--- config.mk ---
export PLATFORM = sky130hd
export DESIGN_NAME = read_prefetch_window_decode
export DESIGN_NICKNAME = d
export VERILOG_FILES = /design/src/hw/prefetch_window_pkg.sv /design/src/hw/window_match.sv /design/src/hw/read_prefetch_window_decode.sv
export SDC_FILE = /design/constraint.sdc
export NUM_CORES = 1
export LEC_CHECK = 0
export BUFFER_PORTS_ARGS = -buffer_cell sky130_fd_sc_hd__clkbuf_2
export CORE_MARGIN = 1
export CORE_UTILIZATION = 30
export CTS_CLUSTER_SIZE = 14
export DETAILED_ROUTE_END_ITERATION = 8
export GPL_ROUTABILITY_DRIVEN = 0
export SLEW_MARGIN = 20
export SYNTH_ARGS = -nofsm -noshare
export SYNTH_HDL_FRONTEND = slang
export SYNTH_HIERARCHICAL = 1
export SYNTH_SLANG_ARGS = --single-unit
--- constraint.sdc ---
create_clock -name clk -period 13.66 [get_ports clk]
set_input_delay 0.683 -clock clk [delete_from_list [all_inputs] [get_ports clk]]
set_output_delay 0.683 -clock clk [all_outputs]
set_load 0.05 [all_outputs]
--- src/hw/prefetch_window_pkg.sv ---
// Purpose: Shared constants for the read prefetch window decoder
// Assumes: Byte offsets on an 8-bit register address, 32-bit data
// Notes:   Window 1 size field holds size bits 31:1, bit 0 is polarity
package prefetch_window_pkg;

	// Register bus and read address widths
	localparam int REG_AW = 8;
	localparam int REG_DW = 32;
	localparam int ADDR_W = 64;

	// Register byte offsets
	localparam logic [7:0] OFF_MODE    = 8'h40;
	localparam logic [7:0] OFF_W1_LO   = 8'h50;
	localparam logic [7:0] OFF_W1_HI   = 8'h54;
	localparam logic [7:0] OFF_W1_CTL  = 8'h58;
	localparam logic [7:0] OFF_W2_LO   = 8'h5C;
	localparam logic [7:0] OFF_W2_HI   = 8'h60;
	localparam logic [7:0] OFF_W2_SIZE = 8'h64;
	localparam logic [7:0] OFF_STATUS  = 8'h70;

	// Field positions
	localparam int MODE_LSB   = 4;
	localparam int MODE_MSB   = 7;
	localparam int W1_POL_BIT = 0;
	localparam int ST_OK_BIT  = 0;
	localparam int ST_W1_BIT  = 1;
	localparam int ST_W2_BIT  = 2;
	localparam int ST_CNT_LSB = 16;
	localparam int ST_CNT_MSB = 31;

	// Reset values
	localparam logic [31:0] RST_WORD = 32'h00000000;
	localparam logic [3:0]  RST_MODE = 4'h0;
	localparam logic [15:0] RST_CNT  = 16'h0000;

endpackage

--- src/hw/window_match.sv ---
// Purpose: Decide whether a 64-bit address lies inside one window
// Assumes: Size is a byte count up to just under 4 GB
// Notes:   Purely combinational, used twice by the decoder
`timescale 1ns/10ps
`default_nettype none

module window_match (
	// Address under test
	input  wire logic [63:0] addr,
	// Window description
	input  wire logic [63:0] base,
	input  wire logic [31:0] size,
	// Result
	output logic             hit
);

	logic [63:0] offset;

	// Inside when at or above base and below base plus size
	always_comb begin
		offset = addr - base;
		hit    = (addr >= base) && (offset < {32'h00000000, size});
	end

endmodule

`default_nettype wire

--- src/hw/read_prefetch_window_decode.sv ---
// Purpose: Two programmable windows that qualify reads for smart prefetch
// Assumes: Read requests come from logic on clk, one cycle pulse each
// Notes:   Decision appears one cycle after the request
//
// Design decision made here: the plain strobed port.
`timescale 1ns/10ps
`default_nettype none

// Notes on behaviour
// - Window 1 base low word, reset zero
// - Window 1 base high word, reset zero
// - Window 1 size in bits 31:1
// - Polarity 0 bars reads inside window 1
// - Polarity 1 permits only window reads
// - Mode field at 40h gates prefetch
// - Window 2 base low word, reset zero
// - Window 2 base high word, reset zero
// - Window 2 size full word, reset zero
module read_prefetch_window_decode (
	// Clock and reset
	input  wire logic        clk,
	input  wire logic        sys_rst,
	// Register port
	input  wire logic [7:0]  reg_addr,
	input  wire logic [31:0] reg_wdata,
	input  wire logic        reg_wr,
	input  wire logic        reg_rd,
	output logic      [31:0] reg_rdata,
	// Memory read from the parallel bus side
	input  wire logic        rd_req,
	input  wire logic [63:0] rd_addr,
	// Decision to the prefetch engine
	output logic             dec_valid,
	output logic             dec_prefetch_ok,
	output logic             dec_window1_hit,
	output logic             dec_window2_hit,
	// Prefetch mode seen by the engine
	output logic      [3:0]  prefetch_mode,
	output logic             prefetch_active
);

	// Programmed state
	logic [31:0] w1_lo_r, w1_lo_nxt;
	logic [31:0] w1_hi_r, w1_hi_nxt;
	logic [31:0] w1_ctl_r, w1_ctl_nxt;
	logic [31:0] w2_lo_r, w2_lo_nxt;
	logic [31:0] w2_hi_r, w2_hi_nxt;
	logic [31:0] w2_size_r, w2_size_nxt;
	logic [3:0]  mode_r, mode_nxt;
	logic        active_r, active_nxt;
	logic [31:0] rdata_r, rdata_nxt;

	// Decision state
	logic        valid_r, valid_nxt;
	logic        ok_r, ok_nxt;
	logic        hit1_r, hit1_nxt;
	logic        hit2_r, hit2_nxt;
	logic        last_ok_r, last_ok_nxt;
	logic        last_w1_r, last_w1_nxt;
	logic        last_w2_r, last_w2_nxt;
	logic [15:0] grant_cnt_r, grant_cnt_nxt;

	// Combinational helpers
	logic        hit1;
	logic        hit2;
	logic        w1_pol;
	logic        permit;
	logic [31:0] w1_size;

	// Window 1 size has two byte granularity
	assign w1_size = {w1_ctl_r[31:1], 1'b0};
	assign w1_pol  = w1_ctl_r[prefetch_window_pkg::W1_POL_BIT];

	// Window 1 compare
	window_match u_win1 (
		.addr (rd_addr),
		.base ({w1_hi_r, w1_lo_r}),
		.size (w1_size),
		.hit  (hit1)
	);

	// Window 2 compare
	window_match u_win2 (
		.addr (rd_addr),
		.base ({w2_hi_r, w2_lo_r}),
		.size (w2_size_r),
		.hit  (hit2)
	);

	// Permission from window hits and polarity
	always_comb begin
		if (w1_pol) begin
			permit = hit1 || hit2;
		end else begin
			permit = !hit1;
		end
	end

	// Register writes and read data
	always_comb begin
		w1_lo_nxt   = w1_lo_r;
		w1_hi_nxt   = w1_hi_r;
		w1_ctl_nxt  = w1_ctl_r;
		w2_lo_nxt   = w2_lo_r;
		w2_hi_nxt   = w2_hi_r;
		w2_size_nxt = w2_size_r;
		mode_nxt    = mode_r;
		rdata_nxt   = 32'h00000000;
		if (reg_wr) begin
			case (reg_addr)
				prefetch_window_pkg::OFF_MODE: begin
					mode_nxt = reg_wdata[prefetch_window_pkg::MODE_MSB:
						prefetch_window_pkg::MODE_LSB];
				end
				prefetch_window_pkg::OFF_W1_LO: begin
					w1_lo_nxt = reg_wdata;
				end
				prefetch_window_pkg::OFF_W1_HI: begin
					w1_hi_nxt = reg_wdata;
				end
				prefetch_window_pkg::OFF_W1_CTL: begin
					w1_ctl_nxt = reg_wdata;
				end
				prefetch_window_pkg::OFF_W2_LO: begin
					w2_lo_nxt = reg_wdata;
				end
				prefetch_window_pkg::OFF_W2_HI: begin
					w2_hi_nxt = reg_wdata;
				end
				prefetch_window_pkg::OFF_W2_SIZE: begin
					w2_size_nxt = reg_wdata;
				end
				default: begin
				end
			endcase
		end
		if (reg_rd) begin
			case (reg_addr)
				prefetch_window_pkg::OFF_MODE: begin
					rdata_nxt[prefetch_window_pkg::MODE_MSB:
						prefetch_window_pkg::MODE_LSB] = mode_r;
				end
				prefetch_window_pkg::OFF_W1_LO:   rdata_nxt = w1_lo_r;
				prefetch_window_pkg::OFF_W1_HI:   rdata_nxt = w1_hi_r;
				prefetch_window_pkg::OFF_W1_CTL:  rdata_nxt = w1_ctl_r;
				prefetch_window_pkg::OFF_W2_LO:   rdata_nxt = w2_lo_r;
				prefetch_window_pkg::OFF_W2_HI:   rdata_nxt = w2_hi_r;
				prefetch_window_pkg::OFF_W2_SIZE: rdata_nxt = w2_size_r;
				prefetch_window_pkg::OFF_STATUS: begin
					rdata_nxt[prefetch_window_pkg::ST_OK_BIT] = last_ok_r;
					rdata_nxt[prefetch_window_pkg::ST_W1_BIT] = last_w1_r;
					rdata_nxt[prefetch_window_pkg::ST_W2_BIT] = last_w2_r;
					rdata_nxt[prefetch_window_pkg::ST_CNT_MSB:
						prefetch_window_pkg::ST_CNT_LSB] = grant_cnt_r;
				end
				default: begin
					rdata_nxt = 32'h00000000;
				end
			endcase
		end
		active_nxt = (mode_nxt != 4'h0);
	end

	// Decision pipeline and status
	always_comb begin
		valid_nxt     = rd_req;
		ok_nxt        = 1'b0;
		hit1_nxt      = 1'b0;
		hit2_nxt      = 1'b0;
		last_ok_nxt   = last_ok_r;
		last_w1_nxt   = last_w1_r;
		last_w2_nxt   = last_w2_r;
		grant_cnt_nxt = grant_cnt_r;
		// Status write clears the grant count
		if (reg_wr && (reg_addr == prefetch_window_pkg::OFF_STATUS)) begin
			grant_cnt_nxt = prefetch_window_pkg::RST_CNT;
		end
		if (rd_req) begin
			hit1_nxt    = hit1;
			hit2_nxt    = hit2;
			ok_nxt      = active_r && permit;
			last_ok_nxt = active_r && permit;
			last_w1_nxt = hit1;
			last_w2_nxt = hit2;
			// A grant in the clearing cycle still counts
			if (active_r && permit) begin
				if (reg_wr &&
					(reg_addr == prefetch_window_pkg::OFF_STATUS)) begin
					grant_cnt_nxt = 16'h0001;
				end else begin
					grant_cnt_nxt = grant_cnt_r + 16'h0001;
				end
			end
		end
	end

	// State registers
	always_ff @(posedge clk) begin
		if (sys_rst) begin
			w1_lo_r     <= prefetch_window_pkg::RST_WORD;
			w1_hi_r     <= prefetch_window_pkg::RST_WORD;
			w1_ctl_r    <= prefetch_window_pkg::RST_WORD;
			w2_lo_r     <= prefetch_window_pkg::RST_WORD;
			w2_hi_r     <= prefetch_window_pkg::RST_WORD;
			w2_size_r   <= prefetch_window_pkg::RST_WORD;
			mode_r      <= prefetch_window_pkg::RST_MODE;
			active_r    <= 1'b0;
			rdata_r     <= prefetch_window_pkg::RST_WORD;
			valid_r     <= 1'b0;
			ok_r        <= 1'b0;
			hit1_r      <= 1'b0;
			hit2_r      <= 1'b0;
			last_ok_r   <= 1'b0;
			last_w1_r   <= 1'b0;
			last_w2_r   <= 1'b0;
			grant_cnt_r <= prefetch_window_pkg::RST_CNT;
		end else begin
			w1_lo_r     <= w1_lo_nxt;
			w1_hi_r     <= w1_hi_nxt;
			w1_ctl_r    <= w1_ctl_nxt;
			w2_lo_r     <= w2_lo_nxt;
			w2_hi_r     <= w2_hi_nxt;
			w2_size_r   <= w2_size_nxt;
			mode_r      <= mode_nxt;
			active_r    <= active_nxt;
			rdata_r     <= rdata_nxt;
			valid_r     <= valid_nxt;
			ok_r        <= ok_nxt;
			hit1_r      <= hit1_nxt;
			hit2_r      <= hit2_nxt;
			last_ok_r   <= last_ok_nxt;
			last_w1_r   <= last_w1_nxt;
			last_w2_r   <= last_w2_nxt;
			grant_cnt_r <= grant_cnt_nxt;
		end
	end

	// Outputs straight from flops
	assign reg_rdata       = rdata_r;
	assign dec_valid       = valid_r;
	assign dec_prefetch_ok = ok_r;
	assign dec_window1_hit = hit1_r;
	assign dec_window2_hit = hit2_r;
	assign prefetch_mode   = mode_r;
	assign prefetch_active = active_r;

	// Window 1 low base takes the written word
	w1_lo_write_a: assert property (@(posedge clk) disable iff (sys_rst)
		reg_wr && reg_addr == prefetch_window_pkg::OFF_W1_LO
		|=> w1_lo_r == $past(reg_wdata))
		else $error("window 1 low base not written");

	// Window 1 high base readback two cycles after write
	w1_hi_readback_a: assert property (@(posedge clk)
		disable iff (sys_rst)
		reg_wr && reg_addr == prefetch_window_pkg::OFF_W1_HI
		// Strobes never overlap, so the read follows cleanly
		##1 reg_rd && !reg_wr
		&& reg_addr == prefetch_window_pkg::OFF_W1_HI
		|=> reg_rdata == $past(reg_wdata, 2))
		else $error("window 1 high base readback wrong");

	// Empty size field never hits, bit 0 adds no bytes
	w1_size_gran_a: assert property (@(posedge clk) disable iff (sys_rst)
		rd_req && w1_ctl_r[31:1] == 31'h00000000 |=> !dec_window1_hit)
		else $error("window 1 size granularity wrong");

	// Polarity 0 hit is refused
	w1_barred_a: assert property (@(posedge clk) disable iff (sys_rst)
		rd_req && !w1_pol && hit1 |=> dec_valid && !dec_prefetch_ok)
		else $error("read in barring window was allowed");

	// Polarity 1 miss of both windows is refused
	only_inside_a: assert property (@(posedge clk) disable iff (sys_rst)
		rd_req && w1_pol && !hit1 && !hit2 |=> !dec_prefetch_ok)
		else $error("read outside windows was allowed");

	// Inactive mode never grants
	mode_gate_a: assert property (@(posedge clk) disable iff (sys_rst)
		rd_req && !active_r |=> dec_valid && !dec_prefetch_ok)
		else $error("grant while prefetch mode off");

	// Window 2 size readback
	w2_size_read_a: assert property (@(posedge clk) disable iff (sys_rst)
		reg_rd && reg_addr == prefetch_window_pkg::OFF_W2_SIZE
		|=> reg_rdata == $past(w2_size_r))
		else $error("window 2 size readback wrong");

	// Zero sized window matches nothing
	zero_size_a: assert property (@(posedge clk) disable iff (sys_rst)
		rd_req && w2_size_r == 32'h00000000 |=> !dec_window2_hit)
		else $error("zero size window matched");

	// Window 2 hit grants under polarity 1
	w2_permit_a: assert property (@(posedge clk) disable iff (sys_rst)
		rd_req && active_r && w1_pol && hit2 |=> dec_prefetch_ok)
		else $error("window 2 hit not granted");

endmodule

`default_nettype wire

==> metrics.txt, run 1 <==
Max Root-Sink Buffers=3; Initial Utilization=0.303; Reg clk slew, reported paths=approximately 0.060 ns; Simple-Gate Fraction of Synth Area=0.228; Die ar.=71700 um2; Achievable Freq=136 MHz; length of routed met3 wiring=just over 10000 um; Critical Path AT=roughly 7.8 ns; total track usage=0.245; period utilization=0.537; EDFF count, synth=0; layout cells sized above 1=0.103; DR pass1 iterations=7; Async SR Flop Fraction=0; Post-Synthesis Net Count=around 3300; register area share after synthesis=0.238; Final Hold Fails=0; top post-synthesis cells by area=dfxtp_1 24%, ha_1 11%, nand2_1 11%; initial antenna violation count=10; Synth Area in Compound Gates=0.256; post-synth top area cell=dfxtp_1; YS warnings=6; CP max-delay cell=nor4_1; relative slew slack=0.219; met2 routed WL=roughly 38000 um; post-synthesis mux area share=0.0427; Total Wirelength=approximately 90000 um; pwr/cell area=85.0 nW/um2; M1 wire length=38600 um; worst vdd rail ir drop=96.5 uV; top_reg_cell synth=dfxtp_1; Worst-Margin Slew=around 1.2 ns; RSZ-0062 raised after global routing=false; Leak=8.07 nW; Die H=268 um; Ports=150; first-pass GRT wire length=133000 um; CP Capture Type=flip-flop; CTS tree=built; Layout area overhead=10.7%; syn_area_per_cell=7.16 um2; top routing layer in use=met5; dpl hpwl=71100 um; Tot Pwr=roughly 0.002 W; Tmin final=7.34 ns; number of H-tree levels=1; row count=between 90 and 100; Setup violations, final=0; remaining global-route overflow=0; critical path class=flip-flop to flip-flop; Sum Neg Setup Slack=0 ns; Adder-Cell Fraction of Synth Area=0.115; largest family of logic cells by synthesized area=compound AO/OA/AOI/OAI gates; startpoint type of the worst setup path=flip-flop; Synth Area in XOR/XNOR=0.0434; post-synthesis cell area=21200 um2; fin. max-slew vios=0; final setup margin=6.32 ns; Clock Sink Count=about 250; vias in the first global route=~21000; hold crit path type=input pin to flip-flop; DR DRC count=0; worst skew pair latency=0.58 ns; commonest cells in the netlist=600 x nand2_1, 388 x a21oi_1, 252 x dfxtp_1; final net count=about 3300; most frequent cell after synthesis=nand2_1; status=complete, no violations; CTS hold repair buffers=0; input/output buffers=149; cts repair resizes=0; post-synthesis cell type count=~110; Max FO, Critical Path=6; post-CTS setup buffer count=0; vias per cell=5.78; Final ANT Viol Nets=0; Post-Synthesis Cells=about 3000; Synth top area share=0.238; max_cap viols=0; clock root buffer=clkbuf_16; Core Area=69900 um2; pin count of the biggest net entering global routing=85; CP Data Required Time=14.10 ns; Worst Skew=0.0172 ns; number of synthesized register bits=252; DR WL/cell=approximately 23 um; pre-CTS setup slack=6.41 ns; routed via count=22800; DR iter-0 viols=2632; Num CTS Buffers=29; Hold WS=0.406 ns; crit-path max cell delay=approximately 0.85 ns; Die X-Extent=268 um
layout make-up:
cell class,count,area (um2)
well taps,940,1180
multi-input cells,2322,14600
clock inverters,16,219
flip-flops and latches,252,5040
diodes,3,7.51
repair buffers,163,860
clock buffers,35,768
inverters,220,826
fillers,7599,46500
metal layers:
layer | vias up | global-route usage
li1 | 10500 | -
met1 | 10900 | 0.339
met5 | - | 0
met4 | 12 | 0.0791
met2 | 1282 | 0.371
met3 | 207 | 0.0584
registers in the layout, indices dropped and copies added, names as in the netlist, 4 cells and up:
signal,cells
w1_lo_r,32
w1_hi_r,32
w2_lo_r,32
w1_ctl_r,32
w2_size_r,32
grant_cnt_r,16
w2_hi_r,32
prefetch_mode,4
reg_rdata,32
worst paths after layout:
kind                                   from                         end  slack (ns)  depth (start not counted)
setup / recovery    w1_lo_r[1]$_SDFFE_PP0P_  grant_cnt_r[11]$_SDFF_PP0_        6.32                         25
setup reg to reg    w1_lo_r[1]$_SDFFE_PP0P_  grant_cnt_r[11]$_SDFF_PP0_        6.32                         25
hold reg to reg   w1_ctl_r[26]$_SDFFE_PP0P_   w1_ctl_r[26]$_SDFFE_PP0P_        0.47                          2
hold / removal                reg_wdata[17]  w2_size_r[17]$_SDFFE_PP0P_        0.41                          3
critical path: cells and delay by family (launching register included):
kind,cells,cell delay (ns)
AOI/OAI and AO/OA,8,2.00
buffers and inverters,1,0.10
adders and majority gates,2,0.58
DFF,1,0.49
and+or+nand+nor,12,3.69
xor gates and xnor gates,2,0.34
where the power goes:
part	internal (W)	switching (W)	total, W
Sequential	0.000736	0.000000844	0.000736
Combinational	0.000147	0.000276	0.000423
Clock	0.000494	0.000341	0.000834
per-stage QoR:
stage,utilization,instance area (um2),instances
floorplan,-,21200,2959
global placement,0.321,22500,3897
detailed placement,0.321,22500,3897
CTS,0.335,23400,3948
global route,0.335,23400,3948
finish,0.336,23500,3951
cells in the final DEF (no fill, tap or decap), types with 30 or more instances in the layout:
cell type | Yosys | layout
nand2_1 | 600 | 596
a21oi_1 | 388 | 388
dfxtp_1 | 252 | 252
inv_1 | 220 | 220
ha_1 | 191 | 191
nor2_1 | 162 | 160
clkbuf_2 | 1 | 147
o21ai_0 | 115 | 115
nand4_1 | 79 | 79
mux2i_1 | 59 | 59
xnor2_1 | 55 | 55
a21o_1 | 52 | 52
xor2_1 | 50 | 50
nand3_1 | 40 | 40
nor3_1 | 39 | 39
a22oi_1 | 36 | 36
o22ai_1 | 30 | 30
kinds of logic (layout without fill, tap and decap cells):
kind of cell / Yosys count / in the layout
adder cells (fa/ha/maj): 193 / 193
AO/OA/AOI/OAI: 871 / 871
buffers and inverters: 385 / 434
flip-flops: 252 / 252
other: 1 / 4
AND/OR/NAND/NOR: 1065 / 1065
multiplexers: 87 / 87
XOR/XNOR: 105 / 105
Note: power is estimated with default switching activity, not from simulation.
==> run 2: changes to the inputs <==
==> constraint.sdc (replaced) <==
create_clock -name clk -period 7.65 [get_ports clk]
set_input_delay 0.3825 -clock clk [delete_from_list [all_inputs] [get_ports clk]]
set_output_delay 0.3825 -clock clk [all_outputs]
set_load 0.05 [all_outputs]
==> metrics.txt, run 2 (synthesis gave the netlist of run 1 again) <==
status=complete, no violations; layout cells sized above 1=0.105 (+0.00182); number of H-tree levels=1 (unchanged); n_diodes=0 (-3); fin. max-slew vios=0 (unchanged); FF-to-FF End=grant_cnt_r[12]$_SDFF_PP0_; Die ar.=71700 um2 (unchanged); relative slew slack=0.210 (-0.00951); CP Data Required Time=8.09 ns (-6.01 ns); CTS hold repair buffers=0 (unchanged); Flop pwr share=0.373 (+0.004); FILL cells=7644 (+0.59%); Core Area=69900 um2 (unchanged); Achievable Freq=140 MHz (+3.1%); Total Wirelength=90000 um (-0.31%); Final ANT Viol Nets=0 (unchanged); stages on the worst setup path=24 (-4.0%); Tot Pwr=0.00352 W (+77%); fin area=23500 um2 (+0.12%); Sum Neg Setup Slack=0 ns (unchanged); first-pass GRT wire length=133000 um (-0.12%); clock root buffer=clkbuf_16; Max FO, Critical Path=6 (unchanged); hold crit path type=input pin to flip-flop; final setup margin=0.532 ns (-5.79 ns); DR pass1 iterations=6 (-1); CTS tree=built; Die H=268 um (unchanged); Final Hold Fails=0 (unchanged); worst vdd rail ir drop=151 uV (+57%); Switch Pwr=0.00109 W (+77%); Tmin final=7.12 ns (-0.217 ns); Setup violations, final=0 (unchanged); initial antenna violation count=5 (-5); input/output buffers=149 (unchanged); max_cap viols=0 (unchanged); vias in the first global route=20900 (+0.93%); Min-Delay Endpoint=w2_hi_r[17]$_SDFFE_PP0P_; Worst Skew=0.0133 ns (-0.00387 ns); DR WL/cell=22.8 um (-0.37%); startpoint type of the worst setup path=flip-flop; final net count=3294 (+0.12%); most frequent cells in the layout=597 x nand2_1, 388 x a21oi_1, 252 x dfxtp_1; Hold WS=0.110 ns (-0.296 ns); Leak=8.09 nW (+0.23%); post-CTS setup buffer count=0 (unchanged); crit-path max cell delay=0.91 ns (+0.06 ns); Worst path top cell family by delay=simple AND/OR/NAND/NOR gates; switching share of power=0.309 (about the same); Initial Utilization=0.303 (unchanged); commonest non-fill, non-tap cell in the layout=nand2_1; CP dominant cell by count=nand4_1; pwr/cell area=150 nW/um2 (+77%); Critical Path, Cell by Cell=ha_1 -> fa_1 -> nand2b_1 -> a21oi_1 -> o21ai_1 -> o21bai_1 -> nand3_1 -> nand2_1 -> xor2_1 -> ha_1 -> nand4_1 -> nor4_1 -> o21ai_0 -> o211ai_1 -> a31oi_1 -> nand4_1 -> nor4b_2 -> nand4_1 -> nor4_2 -> nor3b_1 -> nor4_1 -> nand2_1 -> xor2_1 -> nor2_1; Int Power=0.00243 W (+77%); Layout area overhead=10.8%; RSZ-0062 raised after global routing=false; placed instance area=22500 um2 (+0.16%); Reg clk slew, reported paths=0.06 ns (about the same); worst skew pair latency=0.58 ns (about the same); Clk pwr share=0.412 (-0.007); row count=97 (unchanged); Critical Path AT=7.56 ns (-0.21 ns); DR iter-0 viols=2747 (+4.4%); worst hold start=reg_wdata[17]; remaining global-route overflow=0 (unchanged); R2R depth=24 (-4.0%); routed via count=22700 (-0.58%); pre-CTS setup slack=0.628 ns (-5.78 ns); Ports=150 (unchanged); Num CTS Buffers=28 (-3.4%); Worst-Margin Slew=1.18 ns (+0.00785 ns); R2R Path Start=w2_lo_r[0]$_SDFFE_PP0P_; DR DRC count=0 (unchanged); period utilization=0.930 (+0.393); total track usage=0.244 (-0.000982); pin count of the biggest net entering global routing=91 (+7.1%); critical path class=flip-flop to flip-flop; CP max-delay cell=nor4_2; dpl hpwl=70800 um (-0.33%); vias per cell=5.75 (-0.63%); Combinational Power Share=0.215 (+0.003); Worst Hold Depth=3 (unchanged); cts repair resizes=0 (unchanged); Clock Sink Count=252 (unchanged); Max Root-Sink Buffers=3 (unchanged); flop-to-flop setup slack=0.53 ns (-5.79 ns); CP Capture Type=flip-flop; Die X-Extent=268 um (unchanged); worst path bufs/invs=0 (-1)
run 2: cell types whose count changed in the layout (fill, tap and decap cells not counted), sizes merged:
cell,before,now
buf,16,21
diode,3,0
clkinv,7,9
bufinv,5,4
inv,221,220
run 2: area by class of cell:
type / instances / area [um2] / share of cell area
multi-input cells: 2322 / 14600 / 0.620
flip-flops and latches: 252 / 5040 / 0.215
well taps: 940 / 1180 / 0.0501
repair buffers: 168 / 897 / 0.0382
inverters: 220 / 826 / 0.0352
clock buffers: 35 / 777 / 0.0331
clock inverters: 16 / 206 / 0.00879
run 2: worst max-delay path by stage:
stage / startpoint / endpoint / slack [ns]
floorplan: rd_addr[3] / grant_cnt_r[3]$_SDFF_PP0_ / 2.16
global placement: rd_addr[0] / grant_cnt_r[14]$_SDFF_PP0_ / 0.82
detailed placement: rd_addr[0] / grant_cnt_r[12]$_SDFF_PP0_ / 0.63
CTS: w2_lo_r[0]$_SDFFE_PP0P_ / grant_cnt_r[12]$_SDFF_PP0_ / 0.76
global route: w2_lo_r[0]$_SDFFE_PP0P_ / grant_cnt_r[12]$_SDFF_PP0_ / 0.20
finish: w2_lo_r[0]$_SDFFE_PP0P_ / grant_cnt_r[12]$_SDFF_PP0_ / 0.53
run 2: per-stage QoR:
stage / cells / util
5_1_grt: 3953 / 0.336
4_1_cts: 3953 / 0.336
3_5_place_dp: 3902 / 0.322
6_report: 3953 / 0.336
2_1_floorplan: 2959 / -
3_3_place_gp: 3902 / 0.322
run 2: power by group through the flow:
stage	Sequential, W	Clock (W)	Combinational [W]
finish	0.00131	0.00145	0.000757
global route	0.00131	0.00153	0.000813
CTS	0.00131	0.00147	0.000731
detailed placement	0.00134	0	0.000726
global placement	0.00134	0	0.000728
floorplan	0.00135	0	0.000496
run 2: worst reg2reg max path, delay by kind of cell (launching register included):
family / cells / cell delay [ns]
AOI/OAI and AO/OA: 6 / 2.01
adders and majority gates: 3 / 0.87
and+or+nand+nor: 13 / 3.46
xor gates and xnor gates: 2 / 0.32
DFF: 1 / 0.33
run 2: layer usage:
layer	track usage	wire length, um
met1	0.339	38800
met2	0.367	37700
met3	0.0548	10100
met5	0	63
met4	0.0877	3370
